`src/hdl/misc_regs_pkg.sv`:
```
// How it works
// - Bits 14-13 aux/touch pins drive code
// - Bit 12 display pins drive strength
// - Bits 11-10 host/flash serial drive code
// - Bit 9 selects interrupt pin type
// - Bit 15 display enable pin level, bits 3-0 aux pin levels; others reserved
// - Frequency register read-write, resets to default
// - Cycle counter counts clocks, wraps, read-only
// - Frame counter counts frames, wraps, read-only
// - Direction bit one means output pin
package misc_regs_pkg;
	localparam logic [11:0] frame_count_off       = 12'h004;
	localparam logic [11:0] clock_cycle_count_off = 12'h008;
	localparam logic [11:0] main_clock_hertz_off  = 12'h00C;
	localparam logic [11:0] pin_direction_off     = 12'h098;
	localparam logic [11:0] pin_level_drive_off   = 12'h09C;
	localparam logic [31:0] main_clock_hertz_rst  = 32'h03938700;
	localparam logic [31:0] pin_level_drive_rst   = 32'h00008000;
	localparam logic [31:0] pin_level_drive_mask  = 32'h0000FE0F;
	localparam logic [31:0] pin_direction_rst     = 32'h00008000;
	localparam logic [31:0] pin_direction_mask    = 32'h0000800F;
	localparam int          display_enable_pin_bit              = 15;
	localparam int          aux_drive_lo          = 13;
	localparam int          video_drive_bit       = 12;
	localparam int          serial_drive_lo       = 10;
	localparam int          irq_type_bit          = 9;
endpackage : misc_regs_pkg

```
`src/hdl/misc_gpio_and_counters.sv`:
```
`timescale 1ns/10ps
module misc_gpio_and_counters (
	// Clock and reset
	input  wire logic        mclk_i,
	input  wire logic        rst_n_i,
	// APB slave
	input  wire logic        psel_i,
	input  wire logic        penable_i,
	input  wire logic        pwrite_i,
	input  wire logic [11:0] paddr_i,
	input  wire logic [31:0] pwdata_i,
	output logic      [31:0] prdata_o,
	output logic             pready_o,
	output logic             pslverr_o,
	// Frame event
	input  wire logic        frame_done_i,
	// Pins, output enable low while driving
	input  wire logic        display_enable_pin_i,
	output logic             display_enable_pin_o,
	output logic             display_enable_pin_oe_n_o,
	input  wire logic [3:0]  aux_pin_i,
	output logic      [3:0]  aux_pin_o,
	output logic      [3:0]  aux_pin_oe_n_o,
	// Pad settings
	output logic      [1:0]  aux_drive_o,
	output logic             video_drive_o,
	output logic      [1:0]  serial_drive_o,
	output logic             irq_push_pull_o
);
	import misc_regs_pkg::*;

	// Reset release
	logic        rst_meta_r;
	logic        rst_sync_r;
	// Bus decode
	logic        wr_en;
	logic        rd_en;
	logic        hit;
	logic        wr_ctl;
	logic        wr_dir;
	logic        wr_hertz;
	logic        wr_frames;
	logic        wr_cycles;
	// Register state
	logic [31:0] pin_ctl_r;
	logic [31:0] pin_ctl_nxt;
	logic [31:0] pin_dir_r;
	logic [31:0] pin_dir_nxt;
	logic [31:0] hertz_r;
	logic [31:0] hertz_nxt;
	logic [31:0] cycles_r;
	logic [31:0] cycles_nxt;
	logic [31:0] frames_r;
	logic [31:0] frames_nxt;
	logic [31:0] rdata_nxt;

	// Address match, used by every write strobe
	function automatic logic addr_is(input logic [11:0] addr, input logic [11:0] off);
		addr_is = (addr == off);
	endfunction : addr_is

	// Wrapping increment shared by both counters
	function automatic logic [31:0] step_count(input logic [31:0] cnt, input logic ev);
		step_count = ev ? cnt + 32'h00000001 : cnt;
	endfunction : step_count

	// Two-flop reset release
	always_ff @(posedge mclk_i or negedge rst_n_i) begin
		if (!rst_n_i) begin
			rst_meta_r <= 1'b0;
			rst_sync_r <= 1'b0;
		end else begin
			rst_meta_r <= 1'b1;
			rst_sync_r <= rst_meta_r;
		end
	end

	// Zero wait states; writes land in the access phase
	assign wr_en     = psel_i && penable_i && pwrite_i;
	assign rd_en     = psel_i && !penable_i && !pwrite_i;
	assign pready_o  = 1'b1;
	assign wr_ctl    = wr_en && addr_is(paddr_i, pin_level_drive_off);
	assign wr_dir    = wr_en && addr_is(paddr_i, pin_direction_off);
	assign wr_hertz  = wr_en && addr_is(paddr_i, main_clock_hertz_off);
	assign wr_frames = wr_en && addr_is(paddr_i, frame_count_off);
	assign wr_cycles = wr_en && addr_is(paddr_i, clock_cycle_count_off);
	assign hit       = addr_is(paddr_i, frame_count_off) || addr_is(paddr_i, clock_cycle_count_off) ||
	                   addr_is(paddr_i, main_clock_hertz_off) || addr_is(paddr_i, pin_direction_off) ||
	                   addr_is(paddr_i, pin_level_drive_off);
	assign pslverr_o = psel_i && penable_i && !hit;

	// Pin level and drive register
	always_comb begin
		pin_ctl_nxt = pin_ctl_r;
		if (wr_ctl) begin
			pin_ctl_nxt = pwdata_i & pin_level_drive_mask;
		end
	end

	always_ff @(posedge mclk_i or negedge rst_sync_r) begin
		if (!rst_sync_r) begin
			pin_ctl_r <= pin_level_drive_rst;
		end else begin
			pin_ctl_r <= pin_ctl_nxt;
		end
	end

	// Pin direction register
	always_comb begin
		pin_dir_nxt = pin_dir_r;
		if (wr_dir) begin
			pin_dir_nxt = pwdata_i & pin_direction_mask;
		end
	end

	always_ff @(posedge mclk_i or negedge rst_sync_r) begin
		if (!rst_sync_r) begin
			pin_dir_r <= pin_direction_rst;
		end else begin
			pin_dir_r <= pin_dir_nxt;
		end
	end

	// Main clock frequency register
	always_comb begin
		hertz_nxt = hertz_r;
		if (wr_hertz) begin
			hertz_nxt = pwdata_i;
		end
	end

	always_ff @(posedge mclk_i or negedge rst_sync_r) begin
		if (!rst_sync_r) begin
			hertz_r <= main_clock_hertz_rst;
		end else begin
			hertz_r <= hertz_nxt;
		end
	end

	// Free-running counters, host writes ignored
	always_comb begin
		cycles_nxt = step_count(cycles_r, 1'b1);
		frames_nxt = step_count(frames_r, frame_done_i);
	end

	always_ff @(posedge mclk_i or negedge rst_sync_r) begin
		if (!rst_sync_r) begin
			cycles_r <= 32'h00000000;
			frames_r <= 32'h00000000;
		end else begin
			cycles_r <= cycles_nxt;
			frames_r <= frames_nxt;
		end
	end

	// Read data, loaded in the setup cycle of a read
	always_comb begin
		rdata_nxt = prdata_o;
		if (rd_en) begin
			unique case (paddr_i)
				frame_count_off:       rdata_nxt = frames_r;
				clock_cycle_count_off: rdata_nxt = cycles_r;
				main_clock_hertz_off:  rdata_nxt = hertz_r;
				pin_direction_off:     rdata_nxt = pin_dir_r;
				pin_level_drive_off:   rdata_nxt = pin_ctl_r;
				default:               rdata_nxt = 32'h00000000;
			endcase
		end
	end

	always_ff @(posedge mclk_i or negedge rst_sync_r) begin
		if (!rst_sync_r) begin
			prdata_o <= 32'h00000000;
		end else begin
			prdata_o <= rdata_nxt;
		end
	end

	// Pin and pad outputs
	assign display_enable_pin_o      = pin_ctl_r[display_enable_pin_bit];
	assign display_enable_pin_oe_n_o = !pin_dir_r[display_enable_pin_bit];
	assign aux_pin_o                 = pin_ctl_r[3:0];
	assign aux_pin_oe_n_o            = ~pin_dir_r[3:0];
	assign aux_drive_o               = pin_ctl_r[aux_drive_lo +: 2];
	assign video_drive_o             = pin_ctl_r[video_drive_bit];
	assign serial_drive_o            = pin_ctl_r[serial_drive_lo +: 2];
	assign irq_push_pull_o           = pin_ctl_r[irq_type_bit];

	// Counter checks
	chk_cycle_count_step: assert property (@(posedge mclk_i) disable iff (!rst_sync_r)
		$past(rst_sync_r) |-> cycles_r == $past(cycles_r) + 32'h00000001)
		else $error("cycle counter did not step");
	chk_frame_count_step: assert property (@(posedge mclk_i) disable iff (!rst_sync_r)
		$past(rst_sync_r) |-> frames_r == $past(frames_r) + {31'h0, $past(frame_done_i)})
		else $error("frame counter wrong");
	chk_frame_idle_hold: assert property (@(posedge mclk_i) disable iff (!rst_sync_r)
		!frame_done_i |=> $stable(frames_r))
		else $error("frame counter moved without a frame");
	chk_cycle_wrap_zero: assert property (@(posedge mclk_i) disable iff (!rst_sync_r)
		cycles_r == 32'hFFFFFFFF |=> cycles_r == 32'h00000000)
		else $error("cycle counter did not wrap");
	chk_frame_wrap_zero: assert property (@(posedge mclk_i) disable iff (!rst_sync_r)
		cycles_r == 32'hFFFFFFFF && frames_r == 32'hFFFFFFFF && frame_done_i |=> frames_r == 32'h00000000)
		else $error("frame counter did not wrap");
	chk_cycles_write_ign: assert property (@(posedge mclk_i) disable iff (!rst_sync_r)
		wr_cycles |=> cycles_r == $past(cycles_r) + 32'h00000001)
		else $error("cycle counter took a write");
	chk_frames_write_ign: assert property (@(posedge mclk_i) disable iff (!rst_sync_r)
		wr_frames && !frame_done_i |=> $stable(frames_r))
		else $error("frame counter took a write");

	// Level and drive register checks
	chk_display_enable_pin_level_out: assert property (@(posedge mclk_i) disable iff (!rst_sync_r)
		wr_en && paddr_i == pin_level_drive_off |=> display_enable_pin_o == $past(pwdata_i[15]))
		else $error("display level not applied");
	chk_aux_drive_code: assert property (@(posedge mclk_i) disable iff (!rst_sync_r)
		wr_en && paddr_i == pin_level_drive_off |=> aux_drive_o == $past(pwdata_i[14:13]))
		else $error("aux drive code wrong");
	chk_video_drive_bit: assert property (@(posedge mclk_i) disable iff (!rst_sync_r)
		wr_en && paddr_i == pin_level_drive_off |=> video_drive_o == $past(pwdata_i[12]))
		else $error("video drive wrong");
	chk_serial_drive_code: assert property (@(posedge mclk_i) disable iff (!rst_sync_r)
		wr_en && paddr_i == pin_level_drive_off |=> serial_drive_o == $past(pwdata_i[11:10]))
		else $error("serial drive wrong");
	chk_irq_pin_type: assert property (@(posedge mclk_i) disable iff (!rst_sync_r)
		wr_en && paddr_i == pin_level_drive_off |=> irq_push_pull_o == $past(pwdata_i[9]))
		else $error("irq type wrong");
	chk_aux_levels_out: assert property (@(posedge mclk_i) disable iff (!rst_sync_r)
		wr_en && paddr_i == pin_level_drive_off |=> aux_pin_o == $past(pwdata_i[3:0]))
		else $error("aux levels wrong");
	chk_reserved_zero: assert property (@(posedge mclk_i) disable iff (!rst_sync_r)
		wr_ctl |=> pin_ctl_r[31:16] == 16'h0000 && pin_ctl_r[8:4] == 5'h00)
		else $error("reserved bits set");
	chk_ctl_hold: assert property (@(posedge mclk_i) disable iff (!rst_sync_r)
		!wr_ctl |=> $stable(pin_ctl_r))
		else $error("level register changed without a write");
	chk_pads_hold: assert property (@(posedge mclk_i) disable iff (!rst_sync_r)
		!wr_ctl |=> $stable({aux_drive_o, video_drive_o, serial_drive_o, irq_push_pull_o}))
		else $error("pad settings changed without a write");

	// Direction and frequency checks
	chk_hertz_write: assert property (@(posedge mclk_i) disable iff (!rst_sync_r)
		wr_en && paddr_i == main_clock_hertz_off |=> hertz_r == $past(pwdata_i))
		else $error("frequency write lost");
	chk_hertz_hold: assert property (@(posedge mclk_i) disable iff (!rst_sync_r)
		!wr_hertz |=> $stable(hertz_r))
		else $error("frequency changed without a write");
	chk_dir_enable: assert property (@(posedge mclk_i) disable iff (!rst_sync_r)
		wr_dir |=> aux_pin_oe_n_o == ~$past(pwdata_i[3:0]) && display_enable_pin_oe_n_o == !$past(pwdata_i[15]))
		else $error("direction not applied");
	chk_dir_reserved: assert property (@(posedge mclk_i) disable iff (!rst_sync_r)
		wr_dir |=> pin_dir_r[31:16] == 16'h0000 && pin_dir_r[14:4] == 11'h000)
		else $error("direction reserved bits set");
	chk_oe_hold: assert property (@(posedge mclk_i) disable iff (!rst_sync_r)
		!wr_dir |=> $stable({display_enable_pin_oe_n_o, aux_pin_oe_n_o}))
		else $error("output enables changed without a write");

	// Reset value checks
	chk_reset_ctl: assert property (@(posedge mclk_i) disable iff (!rst_sync_r)
		$rose(rst_sync_r) |-> pin_ctl_r == 32'h00008000 && display_enable_pin_o)
		else $error("level register reset wrong");
	chk_reset_drive: assert property (@(posedge mclk_i) disable iff (!rst_sync_r)
		$rose(rst_sync_r) |-> aux_drive_o == 2'h0 && !video_drive_o && serial_drive_o == 2'h0)
		else $error("drive codes reset wrong");
	chk_reset_irq_type: assert property (@(posedge mclk_i) disable iff (!rst_sync_r)
		$rose(rst_sync_r) |-> !irq_push_pull_o)
		else $error("irq type reset wrong");
	chk_reset_hertz: assert property (@(posedge mclk_i) disable iff (!rst_sync_r)
		$rose(rst_sync_r) |-> hertz_r == 32'h03938700)
		else $error("frequency reset wrong");
	chk_reset_counts: assert property (@(posedge mclk_i) disable iff (!rst_sync_r)
		$rose(rst_sync_r) |-> cycles_r == 32'h00000000 && frames_r == 32'h00000000)
		else $error("counters reset wrong");
	chk_reset_dir: assert property (@(posedge mclk_i) disable iff (!rst_sync_r)
		$rose(rst_sync_r) |-> !display_enable_pin_oe_n_o && aux_pin_oe_n_o == 4'hF)
		else $error("direction reset wrong");

	// Bus checks
	chk_pready_high: assert property (@(posedge mclk_i) disable iff (!rst_sync_r)
		psel_i && penable_i |-> pready_o)
		else $error("slave not ready");
	chk_slverr_unmapped: assert property (@(posedge mclk_i) disable iff (!rst_sync_r)
		psel_i && penable_i && paddr_i == 12'h000 |-> pslverr_o)
		else $error("unmapped access not flagged");
	chk_slverr_mapped: assert property (@(posedge mclk_i) disable iff (!rst_sync_r)
		psel_i && penable_i && paddr_i == pin_level_drive_off |-> !pslverr_o)
		else $error("mapped access flagged");
	chk_slverr_idle: assert property (@(posedge mclk_i) disable iff (!rst_sync_r)
		!psel_i |-> !pslverr_o)
		else $error("error without a transfer");
	chk_read_frames: assert property (@(posedge mclk_i) disable iff (!rst_sync_r)
		rd_en && paddr_i == frame_count_off |=> prdata_o == $past(frames_r))
		else $error("frame count read wrong");
	chk_read_cycles: assert property (@(posedge mclk_i) disable iff (!rst_sync_r)
		rd_en && paddr_i == clock_cycle_count_off |=> prdata_o == $past(cycles_r))
		else $error("cycle count read wrong");
	chk_read_hertz: assert property (@(posedge mclk_i) disable iff (!rst_sync_r)
		rd_en && paddr_i == main_clock_hertz_off |=> prdata_o == $past(hertz_r))
		else $error("frequency read wrong");
	chk_read_dir: assert property (@(posedge mclk_i) disable iff (!rst_sync_r)
		rd_en && paddr_i == pin_direction_off |=> prdata_o == $past(pin_dir_r))
		else $error("direction read wrong");
	chk_read_ctl: assert property (@(posedge mclk_i) disable iff (!rst_sync_r)
		rd_en && paddr_i == pin_level_drive_off |=> prdata_o[31:16] == 16'h0000 && prdata_o[8:4] == 5'h00)
		else $error("level register read wrong");
	chk_read_unmapped: assert property (@(posedge mclk_i) disable iff (!rst_sync_r)
		rd_en && paddr_i == 12'h000 |=> prdata_o == 32'h00000000)
		else $error("unmapped read not zero");
	chk_prdata_hold: assert property (@(posedge mclk_i) disable iff (!rst_sync_r)
		!rd_en |=> $stable(prdata_o))
		else $error("read data changed without a read");
	chk_read_no_side: assert property (@(posedge mclk_i) disable iff (!rst_sync_r)
		rd_en |=> $stable(pin_ctl_r) && $stable(pin_dir_r) && $stable(hertz_r))
		else $error("read changed a register");

	// Main scenarios
	cov_write_ctl: cover property (@(posedge mclk_i) wr_en && paddr_i == pin_level_drive_off);
	cov_read_cycles: cover property (@(posedge mclk_i) rd_en && paddr_i == clock_cycle_count_off);
	cov_frame_tick: cover property (@(posedge mclk_i) frame_done_i ##1 !frame_done_i ##1 frame_done_i);
	cov_write_dir: cover property (@(posedge mclk_i) wr_dir);
	cov_unmapped: cover property (@(posedge mclk_i) psel_i && penable_i && pslverr_o);
endmodule : misc_gpio_and_counters

```
`config.mk`:
```
export PLATFORM = sky130hd
export DESIGN_NAME = misc_gpio_and_counters
export DESIGN_NICKNAME = d
export VERILOG_FILES = /design/src/hdl/misc_regs_pkg.sv /design/src/hdl/misc_gpio_and_counters.sv
export SDC_FILE = /design/constraint.sdc
export NUM_CORES = 1
export LEC_CHECK = 0
export ABC_AREA = 1
export BUFFER_PORTS_ARGS = -buffer_cell sky130_fd_sc_hd__buf_2
export CAP_MARGIN = 40
export CORE_MARGIN = 5
export CORE_UTILIZATION = 35
export DETAILED_ROUTE_END_ITERATION = 10
export PLACE_DENSITY = 0.55
export SYNTH_ARGS = -nofsm -noshare
export SYNTH_HDL_FRONTEND = slang
export SYNTH_SLANG_ARGS = --single-unit
```
`constraint.sdc`:
```
create_clock -name mclk_i -period 4.8 [get_ports mclk_i]
set_clock_uncertainty 0.2 [all_clocks]
set_input_delay 1.2 -clock mclk_i [delete_from_list [all_inputs] [get_ports mclk_i]]
set_output_delay 1.2 -clock mclk_i [all_outputs]
set_load 0.01 [all_outputs]
```
# ---- After elaboration in Yosys (flattened, before gate mapping)
# Cells that the tools add are included.
dict set report word_totals {
  ff_bits 146
  inputBits 55
  output_inout_bits 50
  wordCells 33
}
dict set report classes {
  addsub 2
  n_eq_ne 5
  muxes 1
  bitwise 1
  n_reduce_logical 16
}
# operator n
set ops {}
lappend ops {{$pmux W32 S5} 1}
lappend ops {{$add A32 B1 Y32 const B} 2}
lappend ops {{$eq A12 B4 Y1 const B} 2}
lappend ops {{$eq A12 B8 Y1 const B} 2}
lappend ops {{$eq A12 B3 Y1 const B} 1}
lappend ops {{$logic_and A1 B1 Y1} 8}
lappend ops {{$logic_not A1 Y1} 4}
lappend ops {{$logic_or A1 B1 Y1} 4}
lappend ops {{$not A4 Y4} 1}

# ---- Longest topological paths before layout
dict set report logic_depth {
  ltp_word 7
  depth_mapped 10
  depth_no_buf 10
}

# ---- Least setup slack after synthesis
# No wires, ideal clock.
dict set report synth_path {
  path_type {input -> output}
  start {input paddr_i[11]}
  end {output pslverr_o}
  arrival_time_ns 2.064
  t_required_ns 3.400
  setup_slack_ns 1.336
  stages 7
  path_buffers 1
  cell_sequence {nor2_1 > nand2_2 > nor2_1 > buf_2 > nand2_1 > nand3_1 > nor3_1}
}
dict set report synth_via {
  elab_chain_len 7
  word_cells_on_any_way 11
  classes_between {eq/ne: 5; reduce/logical: 6}
}
# item line
set synth_rtl {}
lappend synth_rtl {{start, declared} misc_gpio_and_counters.sv:10} ;# input wire logic [11:0] paddr_i,
lappend synth_rtl {{$eq A12 B3 Y1 or $eq A12 B4 Y1 (tied branches)} misc_gpio_and_counters.sv:59} ;# addr_is = (addr == off);
lappend synth_rtl {{$logic_or A1 B1 Y1 (2 in a row)} misc_gpio_and_counters.sv:87} ;# assign hit = addr_is(paddr_i, frame_count_off) || addr_is(paddr_i, clock_cycle_count_off) ||
lappend synth_rtl {{$logic_or A1 B1 Y1} misc_gpio_and_counters.sv:88} ;# addr_is(paddr_i, main_clock_hertz_off) || addr_is(paddr_i, pin_direction_off) ||
lappend synth_rtl {{$logic_or A1 B1 Y1 (*)} misc_gpio_and_counters.sv:88}
lappend synth_rtl {{$logic_not A1 Y1 (*)} misc_gpio_and_counters.sv:90} ;# assign pslverr_o = psel_i && penable_i && !hit;
lappend synth_rtl {{$logic_and A1 B1 Y1 (*)} misc_gpio_and_counters.sv:90}
lappend synth_rtl {{end, declared} misc_gpio_and_counters.sv:14} ;# output logic pslverr_o,
# Every way passes the cells marked *; elsewhere a longest branch is shown, timed or not.

# ---- Final worst setup path
dict set report layout_path {
  start {input paddr_i[1]}
  end {output pslverr_o}
}
# The elaborated chain is that of the path after synthesis.

==> flow_summary.ini <==
[yosys]
synth_top_area_share_pct = 45.7
yosysMostFrequentCell = nand2_1
synthTopCellsByCount = nand2_1, dfrtp_1, nand3_1
yosysTopAreaCell = dfrtp_1
async_reset_ff_share_pct = 100
ys_seq_area_share_pct = 50.0
ys_types = 32
synth-edff-count = 0
synth_warnings = 0
synth_area_leaders = dfrtp_1, nand2_1, nand3_1
synth_seq_cells = 146
synth-main-ff-cell = dfrtp_1
syn_inst = 943
syn-mean-instance-area_um2 = 7.78
synthesis.area_um2 = 7330

[power]
p_leak_nw = 4.40
p_switching_mw = 0.717
comb_power_share_pct = 5.6
cell_internal_pwr_mw = 2.01
ir_worst_vdd_v = 0.000206
powerDensity_nw_per_um2 = 312
p_clk_share_pct = 45.9
total_power_mw = 2.72
switching_share_pct = 26.3
seqPwrFrac_pct = 48.5

[setup_path]
r2r-end = frames_r[30]
worst-path-buf-inv = 3
r2r_slack_ps = 2660
worstSetupStartpoint = paddr_i[1]
critPathKind = input port to output port
cp_top_family = simple AND/OR/NAND/NOR gates
slowest_stage = inv_1
crit_cells = 8
start_kind = input port
worst-path-max-fanout = 13
crit_chain = buf_2, nor2_1, nand2_1, inv_1, nand2_2, nand3_1, nor3_1, buf_2
timing.rr.start = frames_r[0]
cp.arrival_ps = 2450
worstSetupEndpoint = pslverr_o
r2r_cells = 10
cp_common_cell = buf_2
crit_path_end_kind = output port
slowest_delay_ps = 370
crit_required_ps = 3400

[clock_network]
clock_latency_ps = 430
tritoncts = built
cts_sinks = 146
htree_num_levels = 4
cts_resized = 0
ctsLongestPathBuffers = 2
cts_setup_buffers = 0
cts_made_buffers = 17
path_clk_slew_ps = 70
postCtsHoldBufs = 0
cts_root_buf = clkbuf_16

[timing]
fmax_mhz = 260
slew-limit-headroom_pct = 48.2
fin_crit_sh_pct = 80.2
period_needed_ps = 3850
setup_violations = 0
whs_ps = 10.9
hold_violations = 0
fin_tns_setup_ps = 0
slew_violations = 0
worst_pin_slew_ps = 777
rsz0062_at_grt = false

[drt]
ant_nets = 0
drtIter0Drc = 351
drc = 0
first_pass_iters = 4
num_vias = 6334
wl_per_cell_um = 14.7
wirelength_um = 19500
viasPerCell = 4.77

[layout]
final_nets = 1098
antenna_cells = 0
multi_input_area_um2 = 3230
nFillCells = 2202
seq_area_um2 = 3670
drive_gt1_share_pct = 16.1
area_delta_synth_final_pct = 19.0
fin_area_um2 = 8730

[floorplan]
io_pins = 105
initial_core_util_pct = 35.2
die_y_um = 155
die_w_um = 155
dieArea_um2 = 24000
core.rowCount = 53
core_um2 = 20800

[job]
cap_violations = 0

[place]
place.detailed.hpwl_um = 14300
placed_area_um2 = 8180
io_buffers = 98
gp_congestion = 0.826

[grt]
grt_use_total_pct = 16.8
grt_pass1_wl_um = 32200
antenna_found_initial = 1
grt-ovfl-total = 0
grt_pass1_vias = 6315
grt_max_degree = 126

[run_status]
status = completed

[worst_hold_path]
hp-class = register to async pin
==> metal layers <==
metal	up-vias	share of wire (%)	global-route usage [%]
met3	17	3.2	3.39
met2	87	47	27.1
li1	3184	-	-
met1	3044	48	23.4
met5	-	0.067	0
met4	2	1.1	4.08
==> worst min path at each step <==
stage                        end  slack [ps]  cells past startpoint  startpoint
finish               hertz_r[13]          10                      0  rst_sync_r
global route         hertz_r[13]          40                      0  rst_sync_r
CTS                  hertz_r[13]          30                      0  rst_sync_r
global placement    prdata_o[17]          20                      0  rst_sync_r
detailed placement  prdata_o[17]          20                      0  rst_sync_r
floorplan             rst_sync_r         130                      0  rst_meta_r
==> kinds of logic (layout without fill, tap and decap cells) <==
group	after synthesis	count (layout)	synth area share, %
and+or+nand+nor	573	573	33.4
DFF	146	146	50.0
buffers and inverters	119	229	6.40
AOI/OAI and AO/OA	58	58	4.54
xor gates and xnor gates	44	44	5.25
adders and majority gates	2	2	0.341
other	1	2	0.0511
==> power groups by stage <==
| stage | logic, mW | registers, mW | clock network, mW |
|---|---|---|---|
| floorplan | 0.0833 | 1.35 | 0 |
| global placement | 0.151 | 1.34 | 0 |
| detailed placement | 0.155 | 1.34 | 0 |
| CTS | 0.156 | 1.32 | 1.29 |
| global route | 0.177 | 1.33 | 1.34 |
| finish | 0.152 | 1.32 | 1.25 |
==> placed cells by master (no fill, tap or decap), types with 2 or more instances in the layout <==
cell type and n:
dfstp_2 12, ha_1 2, inv_6 4, nor3b_1 2, clkbuf_16 17, nand2_1 341
a21boi_0 5, nand3_1 93, o21a_1 11, nor2_1 67, inv_1 90, inv_8 2
nand3b_1 9, clkinv_4 3, nor3_1 20, or2_2 5, conb_1 2, dfrtp_1 133
clkinvlp_4 5, buf_4 5, xnor2_1 15, xor2_1 29, nor3_4 2, nand4_1 21
nand2_2 3, nor2_2 4, buf_2 98, o21ai_0 40, nor3_2 3
==> stage by stage <==
step           cells  worst slack (ps)  util, %
3_5_place_dp    1297               947     39.3
4_1_cts         1329               944     41.9
3_3_place_gp    1295               955     39.1
5_1_grt         1329               803     41.9
2_1_floorplan    944               252        -
6_report        1329               952     41.9
==> cell type report <==
| class | instances | area share [%] |
|---|---|---|
| clock buffers | 17 | 4.87 |
| clock inverters | 15 | 1.45 |
| inverters | 91 | 3.91 |
| multi-input cells | 679 | 37.0 |
| flip-flops and latches | 146 | 42.1 |
| well taps | 275 | 3.94 |
| repair buffers | 106 | 6.77 |
==> sequential cells by signal, indices dropped and copies added, names as in the netlist <==
| register | count |
|---|---|
| cycles_r | 32 |
| frames_r | 32 |
| hertz_r | 32 |
| prdata_o | 32 |
| pin_ctl_r | 11 |
| pin_dir_r | 5 |
| rst_meta_r | 1 |
| rst_sync_r | 1 |
Note: power is estimated with default switching activity, not from simulation.
